`config.mk`:
```
export PLATFORM = sky130hd
export DESIGN_NAME = hwt_wake_timer
export DESIGN_NICKNAME = d
export VERILOG_FILES = /design/src/shared/hwt_pkg.sv /design/src/rtl/hwt_tick_gen.sv /design/src/rtl/hwt_wake_timer.sv
export SDC_FILE = /design/constraint.sdc
export NUM_CORES = 1
export LEC_CHECK = 0
export BUFFER_PORTS_ARGS = -buffer_cell sky130_fd_sc_hd__clkbuf_2
export CAP_MARGIN = 20
export CORE_MARGIN = 10
export CORE_UTILIZATION = 61
export CTS_CLUSTER_DIAMETER = 50
export DETAILED_ROUTE_END_ITERATION = 16
export HOLD_SLACK_MARGIN = 0.08
export PLACE_DENSITY = 0.84
export SLEW_MARGIN = 15
export SYNTH_ARGS = -nofsm -noshare
export SYNTH_HDL_FRONTEND = slang
export SYNTH_HIERARCHICAL = 1
export SYNTH_SLANG_ARGS = --single-unit
export TNS_END_PERCENT = 50
```
`constraint.sdc`:
```
create_clock -name clk_sys -period 6 [get_ports clk_sys]
set_input_delay 1.2 -clock clk_sys [delete_from_list [all_inputs] [get_ports clk_sys]]
set_output_delay 1.2 -clock clk_sys [all_outputs]
set_load 0.05 [all_outputs]
```
`src/shared/hwt_pkg.sv`:
```
// Purpose: Shared constants and types for the hibernation wake timer.
// Assumes: Byte offsets on a 4-bit register address; 16-bit register data.
// Notes:   All figures used by the logic are named here once.

package hwt_pkg;

    // ==========================================================
    // Register map
    // ==========================================================
    localparam int ADDR_W = 4;
    localparam int DATA_W = 16;
    localparam logic [ADDR_W-1:0] OFS_PRELOAD = 4'h0;
    localparam logic [ADDR_W-1:0] OFS_CONTROL = 4'h4;
    localparam logic [ADDR_W-1:0] OFS_COUNT = 4'h8;

    localparam logic [DATA_W-1:0] PRELOAD_RST = 16'h0000;
    localparam logic [DATA_W-1:0] CONTROL_RST = 16'h0000;
    localparam logic [DATA_W-1:0] COUNT_RST = 16'h0000;
    localparam logic [DATA_W-1:0] COUNT_ZERO = 16'h0000;
    localparam logic [DATA_W-1:0] COUNT_ONE = 16'h0001;
    localparam logic [DATA_W-1:0] RDATA_NONE = 16'h0000;

    // Resolution select bit in the control register.
    localparam int CTRL_RES_BIT = 0;

    // ==========================================================
    // Timing
    // ==========================================================
    localparam int SLOW_CLK_HZ = 32768;
    localparam int TICK_SHORT_NS = 30500;
    localparam int TICK_LONG_MS = 125;
    // Slow clock edges per long tick: 0.125 s of a 32.768 kHz clock.
    localparam int LONG_EDGES = (TICK_LONG_MS * SLOW_CLK_HZ) / 1000;
    localparam int PRE_W = $clog2(LONG_EDGES);
    localparam logic [PRE_W-1:0] PRE_LAST = PRE_W'(LONG_EDGES - 1);
    localparam logic [PRE_W-1:0] PRE_ZERO = '0;

    // ==========================================================
    // Types
    // ==========================================================
    typedef struct packed {
        logic sel;
        logic wr;
        logic rd;
        logic [ADDR_W-1:0] addr;
        logic [DATA_W-1:0] wdata;
    } hwt_bus_req_s;

    typedef enum logic [1:0] {
        CNT_IDLE = 2'b00,
        CNT_RUN = 2'b01,
        CNT_DONE = 2'b10
    } hwt_cnt_state_e;

endpackage

```
`src/rtl/hwt_tick_gen.sv`:
```
// Purpose: Slow clock synchroniser and tick prescaler.
// Assumes: slow_ref_clk is asynchronous to clk_sys and much slower.
// Notes:   tick is a one-cycle clk_sys pulse per counter step.

`timescale 1ns/1ps

module hwt_tick_gen (
    input wire logic clk_sys,
    input wire logic resetn,
    input wire logic slow_ref_clk,
    input wire logic res_long,
    input wire logic restart,
    input wire logic run,
    output logic tick
);

    // ==========================================================
    // Synchroniser and edge detect
    // ==========================================================
    logic sync1_r;
    logic sync2_r;
    logic sync3_r;
    logic slow_rise;
    logic [hwt_pkg::PRE_W-1:0] pre_r;
    logic tick_r;

    always_ff @(posedge clk_sys or negedge resetn) begin
        if (!resetn) begin
            sync1_r <= 1'b0;
            sync2_r <= 1'b0;
            sync3_r <= 1'b0;
        end else begin
            sync1_r <= slow_ref_clk;
            sync2_r <= sync1_r;
            sync3_r <= sync2_r;
        end
    end

    // Prescaler and tick steps happen only on a detected slow clock rise, so tick timing follows the slow clock only.
    assign slow_rise = sync2_r & ~sync3_r;

    // ==========================================================
    // Prescaler
    // ==========================================================
    // A restart aligns the first step to a full tick after a new preload.
    always_ff @(posedge clk_sys or negedge resetn) begin
        if (!resetn) begin
            pre_r <= hwt_pkg::PRE_ZERO;
        end else if (restart) begin
            pre_r <= hwt_pkg::PRE_ZERO;
        end else if (run && slow_rise) begin
            if (pre_r == hwt_pkg::PRE_LAST) begin
                pre_r <= hwt_pkg::PRE_ZERO;
            end else begin
                pre_r <= pre_r + 1'b1;
            end
        end
    end

    always_ff @(posedge clk_sys or negedge resetn) begin
        if (!resetn) begin
            tick_r <= 1'b0;
        end else begin
            // Short tick on each slow edge, long tick on each 4096th.
            tick_r <= run && !restart && slow_rise &&
                      (!res_long || pre_r == hwt_pkg::PRE_LAST);
        end
    end

    assign tick = tick_r;

endmodule // hwt_tick_gen

```
`src/rtl/hwt_wake_timer.sv`:
```
// Purpose: Sixteen-bit down-counting hibernation wake timer with register access.
// Assumes: resetn is the main-well reset; bus and power unit share clk_sys.
// Notes:   Reads answer one cycle after the request; writes finish in their cycle.

`timescale 1ns/1ps

module hwt_wake_timer (
    input wire logic clk_sys,
    input wire logic resetn,
    input hwt_pkg::hwt_bus_req_s bus_req,
    output logic [hwt_pkg::DATA_W-1:0] reg_rdata,
    output logic reg_rvalid,
    input wire logic slow_ref_clk,
    input wire logic lp_req,
    output logic lp_ack,
    input wire logic sleep_en,
    output logic clk_req,
    output logic wake_event_out
);

    // ==========================================================
    // Helper functions
    // ==========================================================
    // Address match used by the write decode only; reads decode the address in read_mux.
    function automatic logic addr_hit(
        input hwt_pkg::hwt_bus_req_s req,
        input logic [hwt_pkg::ADDR_W-1:0] ofs
    );
        addr_hit = req.sel && (req.addr == ofs);
    endfunction

    function automatic logic is_zero(input logic [hwt_pkg::DATA_W-1:0] v);
        is_zero = (v == hwt_pkg::COUNT_ZERO);
    endfunction

    // ==========================================================
    // Declarations
    // ==========================================================
    logic [hwt_pkg::DATA_W-1:0] preload_r;
    logic [hwt_pkg::DATA_W-1:0] control_r;
    logic [hwt_pkg::DATA_W-1:0] count_r;
    logic [hwt_pkg::DATA_W-1:0] count_nxt;
    hwt_pkg::hwt_cnt_state_e state_r;
    hwt_pkg::hwt_cnt_state_e state_nxt;
    logic [hwt_pkg::DATA_W-1:0] rdata_r;
    logic rvalid_r;
    logic wake_r;
    logic wake_nxt;
    logic load_pend_r;
    logic lp_ack_r;
    logic wr_preload;
    logic wr_control;
    logic rd_any;
    logic load_start;
    logic load_stop;
    logic tick;
    logic run;
    logic res_long;

    // ==========================================================
    // Register write decode
    // ==========================================================
    // A write is taken in the very cycle it is presented; no wait is inserted.
    assign wr_preload = addr_hit(bus_req, hwt_pkg::OFS_PRELOAD) && bus_req.wr;
    assign wr_control = addr_hit(bus_req, hwt_pkg::OFS_CONTROL) && bus_req.wr;
    assign rd_any = bus_req.sel && bus_req.rd;

    assign load_start = wr_preload && !is_zero(bus_req.wdata);
    assign load_stop = wr_preload && is_zero(bus_req.wdata);

    assign res_long = control_r[hwt_pkg::CTRL_RES_BIT];

    // ==========================================================
    // Preload register
    // ==========================================================
    always_ff @(posedge clk_sys or negedge resetn) begin
        if (!resetn) begin
            preload_r <= hwt_pkg::PRELOAD_RST;
        end else if (wr_preload) begin
            preload_r <= bus_req.wdata;
        end
    end

    // ==========================================================
    // Control register
    // ==========================================================
    // Only the resolution bit is stored; the other bits read as zero.
    always_ff @(posedge clk_sys or negedge resetn) begin
        if (!resetn) begin
            control_r <= hwt_pkg::CONTROL_RST;
        end else if (wr_control) begin
            control_r <= hwt_pkg::CONTROL_RST;
            control_r[hwt_pkg::CTRL_RES_BIT] <= bus_req.wdata[hwt_pkg::CTRL_RES_BIT];
        end
    end

    // ==========================================================
    // Low power handshake
    // ==========================================================
    // While the power unit holds the block in low power the prescaler and
    // counter are frozen, but registers stay reachable so a preload can still
    // be written. The acknowledge follows the request by one cycle.
    always_ff @(posedge clk_sys or negedge resetn) begin
        if (!resetn) begin
            lp_ack_r <= 1'b0;
        end else begin
            lp_ack_r <= lp_req;
        end
    end

    assign lp_ack = lp_ack_r;

    // The sleep enable has no path into the block; counting goes on regardless.
    assign run = (state_r == hwt_pkg::CNT_RUN) && !lp_req;

    // ==========================================================
    // Tick generation
    // ==========================================================
    // Only the slow reference paces the counter, so stopping the fast
    // oscillator elsewhere on the chip does not disturb the timing.
    hwt_tick_gen u_tick (
        .clk_sys(clk_sys),
        .resetn(resetn),
        .slow_ref_clk(slow_ref_clk),
        .res_long(res_long),
        .restart(load_start),
        .run(run),
        .tick(tick)
    );

    // ==========================================================
    // Down counter
    // ==========================================================
    always_comb begin
        state_nxt = state_r;
        count_nxt = count_r;
        wake_nxt = 1'b0;
        unique case (state_r)
            hwt_pkg::CNT_IDLE: begin
                state_nxt = hwt_pkg::CNT_IDLE;
            end
            hwt_pkg::CNT_RUN: begin
                if (tick) begin
                    count_nxt = count_r - hwt_pkg::COUNT_ONE;
                    if (count_r == hwt_pkg::COUNT_ONE) begin
                        state_nxt = hwt_pkg::CNT_DONE;
                        wake_nxt = 1'b1;
                    end
                end
            end
            hwt_pkg::CNT_DONE: begin
                count_nxt = hwt_pkg::COUNT_ZERO;
            end
            default: begin
                state_nxt = hwt_pkg::CNT_IDLE;
                count_nxt = hwt_pkg::COUNT_ZERO;
            end
        endcase
        // A new preload overrides any step in the same cycle.
        if (load_start) begin
            state_nxt = hwt_pkg::CNT_RUN;
            count_nxt = bus_req.wdata;
            wake_nxt = 1'b0;
        end else if (load_stop) begin
            state_nxt = hwt_pkg::CNT_IDLE;
            count_nxt = hwt_pkg::COUNT_ZERO;
            wake_nxt = 1'b0;
        end
    end

    always_ff @(posedge clk_sys or negedge resetn) begin
        if (!resetn) begin
            state_r <= hwt_pkg::CNT_IDLE;
            count_r <= hwt_pkg::COUNT_RST;
        end else begin
            state_r <= state_nxt;
            count_r <= count_nxt;
        end
    end

    // ==========================================================
    // Wake event
    // ==========================================================
    // One-cycle pulse for the wake source bit of the aggregator, which keeps
    // it sticky; the pulse is never repeated while the count sits at zero.
    always_ff @(posedge clk_sys or negedge resetn) begin
        if (!resetn) begin
            wake_r <= 1'b0;
        end else begin
            wake_r <= wake_nxt;
        end
    end

    assign wake_event_out = wake_r;

    // ==========================================================
    // Register read
    // ==========================================================
    function automatic logic [hwt_pkg::DATA_W-1:0] read_mux(
        input logic [hwt_pkg::ADDR_W-1:0] a,
        input logic [hwt_pkg::DATA_W-1:0] pre,
        input logic [hwt_pkg::DATA_W-1:0] ctl,
        input logic [hwt_pkg::DATA_W-1:0] cnt
    );
        unique case (a)
            hwt_pkg::OFS_PRELOAD: read_mux = pre;
            hwt_pkg::OFS_CONTROL: read_mux = ctl;
            hwt_pkg::OFS_COUNT: read_mux = cnt;
            default: read_mux = hwt_pkg::RDATA_NONE;
        endcase
    endfunction

    // Read data is held until the next read so software may sample it late.
    always_ff @(posedge clk_sys or negedge resetn) begin
        if (!resetn) begin
            rdata_r <= hwt_pkg::RDATA_NONE;
        end else if (rd_any) begin
            rdata_r <= read_mux(bus_req.addr, preload_r, control_r, count_r);
        end
    end

    always_ff @(posedge clk_sys or negedge resetn) begin
        if (!resetn) begin
            rvalid_r <= 1'b0;
        end else begin
            rvalid_r <= rd_any;
        end
    end

    assign reg_rdata = rdata_r;
    assign reg_rvalid = rvalid_r;

    // ==========================================================
    // Clock request
    // ==========================================================
    // The request covers the access cycle and the one cycle after it in
    // which a write lands in the counter or a read answer is returned.
    always_ff @(posedge clk_sys or negedge resetn) begin
        if (!resetn) begin
            load_pend_r <= 1'b0;
        end else begin
            load_pend_r <= bus_req.sel && (bus_req.wr || bus_req.rd);
        end
    end

    assign clk_req = (bus_req.sel && (bus_req.wr || bus_req.rd)) || load_pend_r;

endmodule // hwt_wake_timer

```
==> metrics list <==
- The run finished with clean final reports.
- The worst setup path is of the in2reg kind.
- Clock insertion delay at the later pin of the skew report: 0.35 ns
- Sequential elements use 51.5% of the synthesized area.
- The total overflow left after global routing is 0.
- Registers take 1780 um^2.
- Post-DP HPWL: 5.93 mm
* Starting density of the core: 62.6%
- STA classifies the critical path startpoint as a primary input.
- Global routing used 6.44% of the available met3 tracks.
- At the worst endpoint, the arrival time is 3.73 ns.
- In this run the most used layer during global routing was met2.
* Residual antenna-violating net count after detailed routing: 0
- Headroom to the max-slew limit came out at 35.5%.
- Global routing consumed, on the met2 layer, 29.6% of the routing resources.
* H-tree lvl count: 3
* Number of hold-repair buffers added at the cts stage: 0
* Row Count: 27
- Worst voltage drop across the vdd grid: 0.263 mV
* Die width: 95.2 um
* Maximum operating frequency: 0.286 GHz
- Summed over all layers, the routed wires come to 8.35 mm.
* Yosys warning total: 6
* Core Footprint: 5510 um^2
- Final Wtd Congestion: 0.926
- 0 antenna diodes ended up in the layout.
* Area post-placement: 3690 um^2
* Gr usage total: 19.2%
* Transition time at the pin with the least slew margin: 0.967 ns
- Setup repair after global routing left no endpoint under its margin.
- Clock tree synthesis inserted a total of 9 buffers.
- Counting distinct cell types in the post-synthesis netlist gives 55.
- Share of cells above drive strength 1: 18.2%
- Die Footprint: 9060 um^2
- The via count of the first global-routing pass was 2937.
- Number of maximum-capacitance constraint violations: 0
- Gate Count Post-Synth: 369
* Post-CTS Setup Inserts: 0
- The die is 95.2 um tall.
* Top_reg_cell synth: sky130_fd_sc_hd__dfrtp_1
- Maximum fanout along the worst path: 28
- Counting cells, the worst reg-to-reg path comes to 6.
- The tree is rooted in a sky130_fd_sc_hd__clkbuf_8.
- The first global-routing pass estimated 13.8 mm of wire.
* Number of vias per cell after detailed routing: 6.05
- Required time at the endpoint of the critical path: 6.24 ns
- Fin crit share: 58.3%
- Clock-pin transition on the worst setup and hold timing paths: 0.07 ns
- Register bit count reported by yosys: 71
- Area used by multi-input combinational logic: 1550 um^2
- CTS tree: yes
- Sort of element at the end of the critical path: flop
- Number of flops mapped to enable cells by yosys: 0
* Number of I/O pins: 48
- For this run, the detailed router's first-pass iteration total came to 5.
- Largest net degree at the start of global routing: 72
- In the final design database the tool counted 441 nets.
- Final total negative setup slack: 0 ns
- Final hold viol count: 0
* # DRC: 0
- The filler cells instantiated in the layout total 431.
- In this run the deepest clock path goes through 2 buffers.
- Counting every sink on the clock net gives 71.
- After detailed routing, the average wire length per cell comes to 17.2 um.
* End-of-flow core utilization: 70.1%
* Combined area of all synthesized cells: 3450 um^2
- Synthesis produced a netlist with a net count of 400.
* Final critical path time including I/O delays and setup: 3.50 ns
- Number of violations reported at the end of detailed-routing iteration 0: 302
* Kind of path behind the tightest hold check: reg2reg
- Leak: 1.85 nW
* CTS resizes: 0
- The total count of max-transition violations in the final report is 0.
- Total Power Consumption: 0.00120 W
- Syn avg cell area: 9.35 um^2
- Routed via count: 2932
* # port buffers: 46
* Worst Hold Depth: 0
- Met1 Usage GRT: 24.8%
- Setup violations remaining at the end of the flow were counted as 0.
- After synthesis, the share of flip-flops with an asynchronous set or reset is 100%.
* Final Skew: 0.00473 ns
* Layout-stage area growth over the synthesis result: 11.9%
* PwrDens: 312 nW/um^2
- Post-route cell area: 3860 um^2
- Initial antenna violation count: 0
power breakdown:
group | switching [W] | internal (W)
clock network | 0.000164 | 0.000168
logic | 0.000157 | 0.000109
registers | 0.0000664 | 0.000538
total | 0.000388 | 0.000815
routing by layer:
layer / part of all wire (%) / up-vias
li1: - / 1396
met3: 7.7 / 14
met1: 44 / 1401
met2: 46 / 121
met5: 0 / -
met4: 1.6 / 0
final timing paths:
| check | start | to | slack (ns) |
|---|---|---|---|
| worst min register to register | u_tick/sync1_r$_DFF_PN0_ | u_tick/sync2_r$_DFF_PN0_ | 0.36 |
| worst min-delay path | u_tick/sync1_r$_DFF_PN0_ | u_tick/sync2_r$_DFF_PN0_ | 0.36 |
| worst max register to register | state_r[1]$_DFFE_PN0P_ | u_tick/pre_r[4]$_DFFE_PN0P_ | 3.97 |
| worst max-delay path | bus_req[18] | u_tick/pre_r[1]$_DFFE_PN0P_ | 2.50 |
| max in group asynchronous | resetn | count_r[9]$_DFFE_PN0P_ | 4.39 |
| min in group asynchronous | resetn | u_tick/pre_r[7]$_DFFE_PN0P_ | 1.06 |
worst max-delay path, cell delays in order:
cell	delay (ns)
sky130_fd_sc_hd__clkbuf_2	0.13
sky130_fd_sc_hd__nor3_1	0.57
sky130_fd_sc_hd__and2_1	0.87
sky130_fd_sc_hd__and2_1	0.47
sky130_fd_sc_hd__nor2_1	0.20
sky130_fd_sc_hd__a32o_1	0.28
registers in the layout, indices dropped and copies added, names as in the netlist:
name,cells
u_tick/sync2_r,1
u_tick/sync1_r,1
reg_rdata,16
wake_event_out,1
u_tick/pre_r,12
reg_rvalid,1
control_r,1
count_r,16
state_r,2
u_tick/sync3_r,1
u_tick/tick,1
preload_r,16
load_pend_r,1
lp_ack,1
synth_stat cells (all sizes together) (3+ instances only):
cell type   n  area [um^2]
nand2      80          303
dfrtp      71         1780
o21ai      33          165
nor2       18         67.6
a22oi      16          120
clkbuf     12         46.3
nand3      12         60.1
a21oi      11         55.1
nor3       11         60.1
nor4       11         68.8
inv         9         33.8
or3         9         61.3
xnor2       7         61.3
buf         6         48.8
and2        5         32.5
nand2b      4         25.0
nand4       4         31.3
a211oi      3         22.5
a31oi       3         18.8
and3        3         20.0
ha          3         37.5
or2         3         18.8
or4         3         26.3
through the flow:
stage,setup WS [ns],hold WS (ns),std cells
after global placement,2.17,0.352,471
after floorplan,3.03,0.331,369
after global routing,2.19,0.375,485
after detailed placement,2.19,0.352,471
after CTS,2.55,0.368,485
final,2.50,0.365,485
kinds of logic (layout without fill, tap and decap cells):
logic type	count (synthesis)	count (layout)	share of synthesized area, %
AOI/OAI and AO/OA	82	82	15.3
xor gates and xnor gates	9	9	2.29
adders and majority gates	3	3	1.09
buffers and inverters	27	71	3.74
DFF	71	71	51.5
muxes	4	4	1.23
and+or+nand+nor	173	173	24.8
cell usage in the layout (no fill, tap or decap), types with 2 or more instances in the layout:
cell type and instances:
sky130_fd_sc_hd__mux2i_1 2, sky130_fd_sc_hd__and2_1 4, sky130_fd_sc_hd__clkbuf_8 11, sky130_fd_sc_hd__a32o_1 2, sky130_fd_sc_hd__inv_1 9, sky130_fd_sc_hd__or4_1 2
sky130_fd_sc_hd__nor4_1 10, sky130_fd_sc_hd__buf_4 2, sky130_fd_sc_hd__ha_1 3, sky130_fd_sc_hd__nand4_1 3, sky130_fd_sc_hd__a41o_1 2, sky130_fd_sc_hd__and3b_1 2
sky130_fd_sc_hd__o211ai_1 2, sky130_fd_sc_hd__or3_1 8, sky130_fd_sc_hd__mux2_2 2, sky130_fd_sc_hd__nand3b_1 2, sky130_fd_sc_hd__nor2b_1 2, sky130_fd_sc_hd__nor2_1 18
sky130_fd_sc_hd__xor2_1 2, sky130_fd_sc_hd__xnor2_1 7, sky130_fd_sc_hd__nand3_1 12, sky130_fd_sc_hd__clkbuf_2 45, sky130_fd_sc_hd__or2_2 3, sky130_fd_sc_hd__nor3_1 10
sky130_fd_sc_hd__o21ai_0 32, sky130_fd_sc_hd__dfrtp_1 71, sky130_fd_sc_hd__nand2_1 79, sky130_fd_sc_hd__nand2b_1 4, sky130_fd_sc_hd__a32oi_1 2, sky130_fd_sc_hd__a22oi_1 16
sky130_fd_sc_hd__and3_1 2, sky130_fd_sc_hd__clkbuf_1 2, sky130_fd_sc_hd__a21oi_1 11, sky130_fd_sc_hd__a31oi_1 3, sky130_fd_sc_hd__a211oi_1 3
cell type report:
class | count | share of cell area (%)
inverters | 9 | 0.875
clock inverters | 1 | 0.130
clock buffers | 13 | 4.12
flip-flops and latches | 71 | 46.0
well taps | 72 | 2.33
repair buffers | 48 | 6.36
multi-input cells | 271 | 40.1
Note: power is estimated with default switching activity, not from simulation.
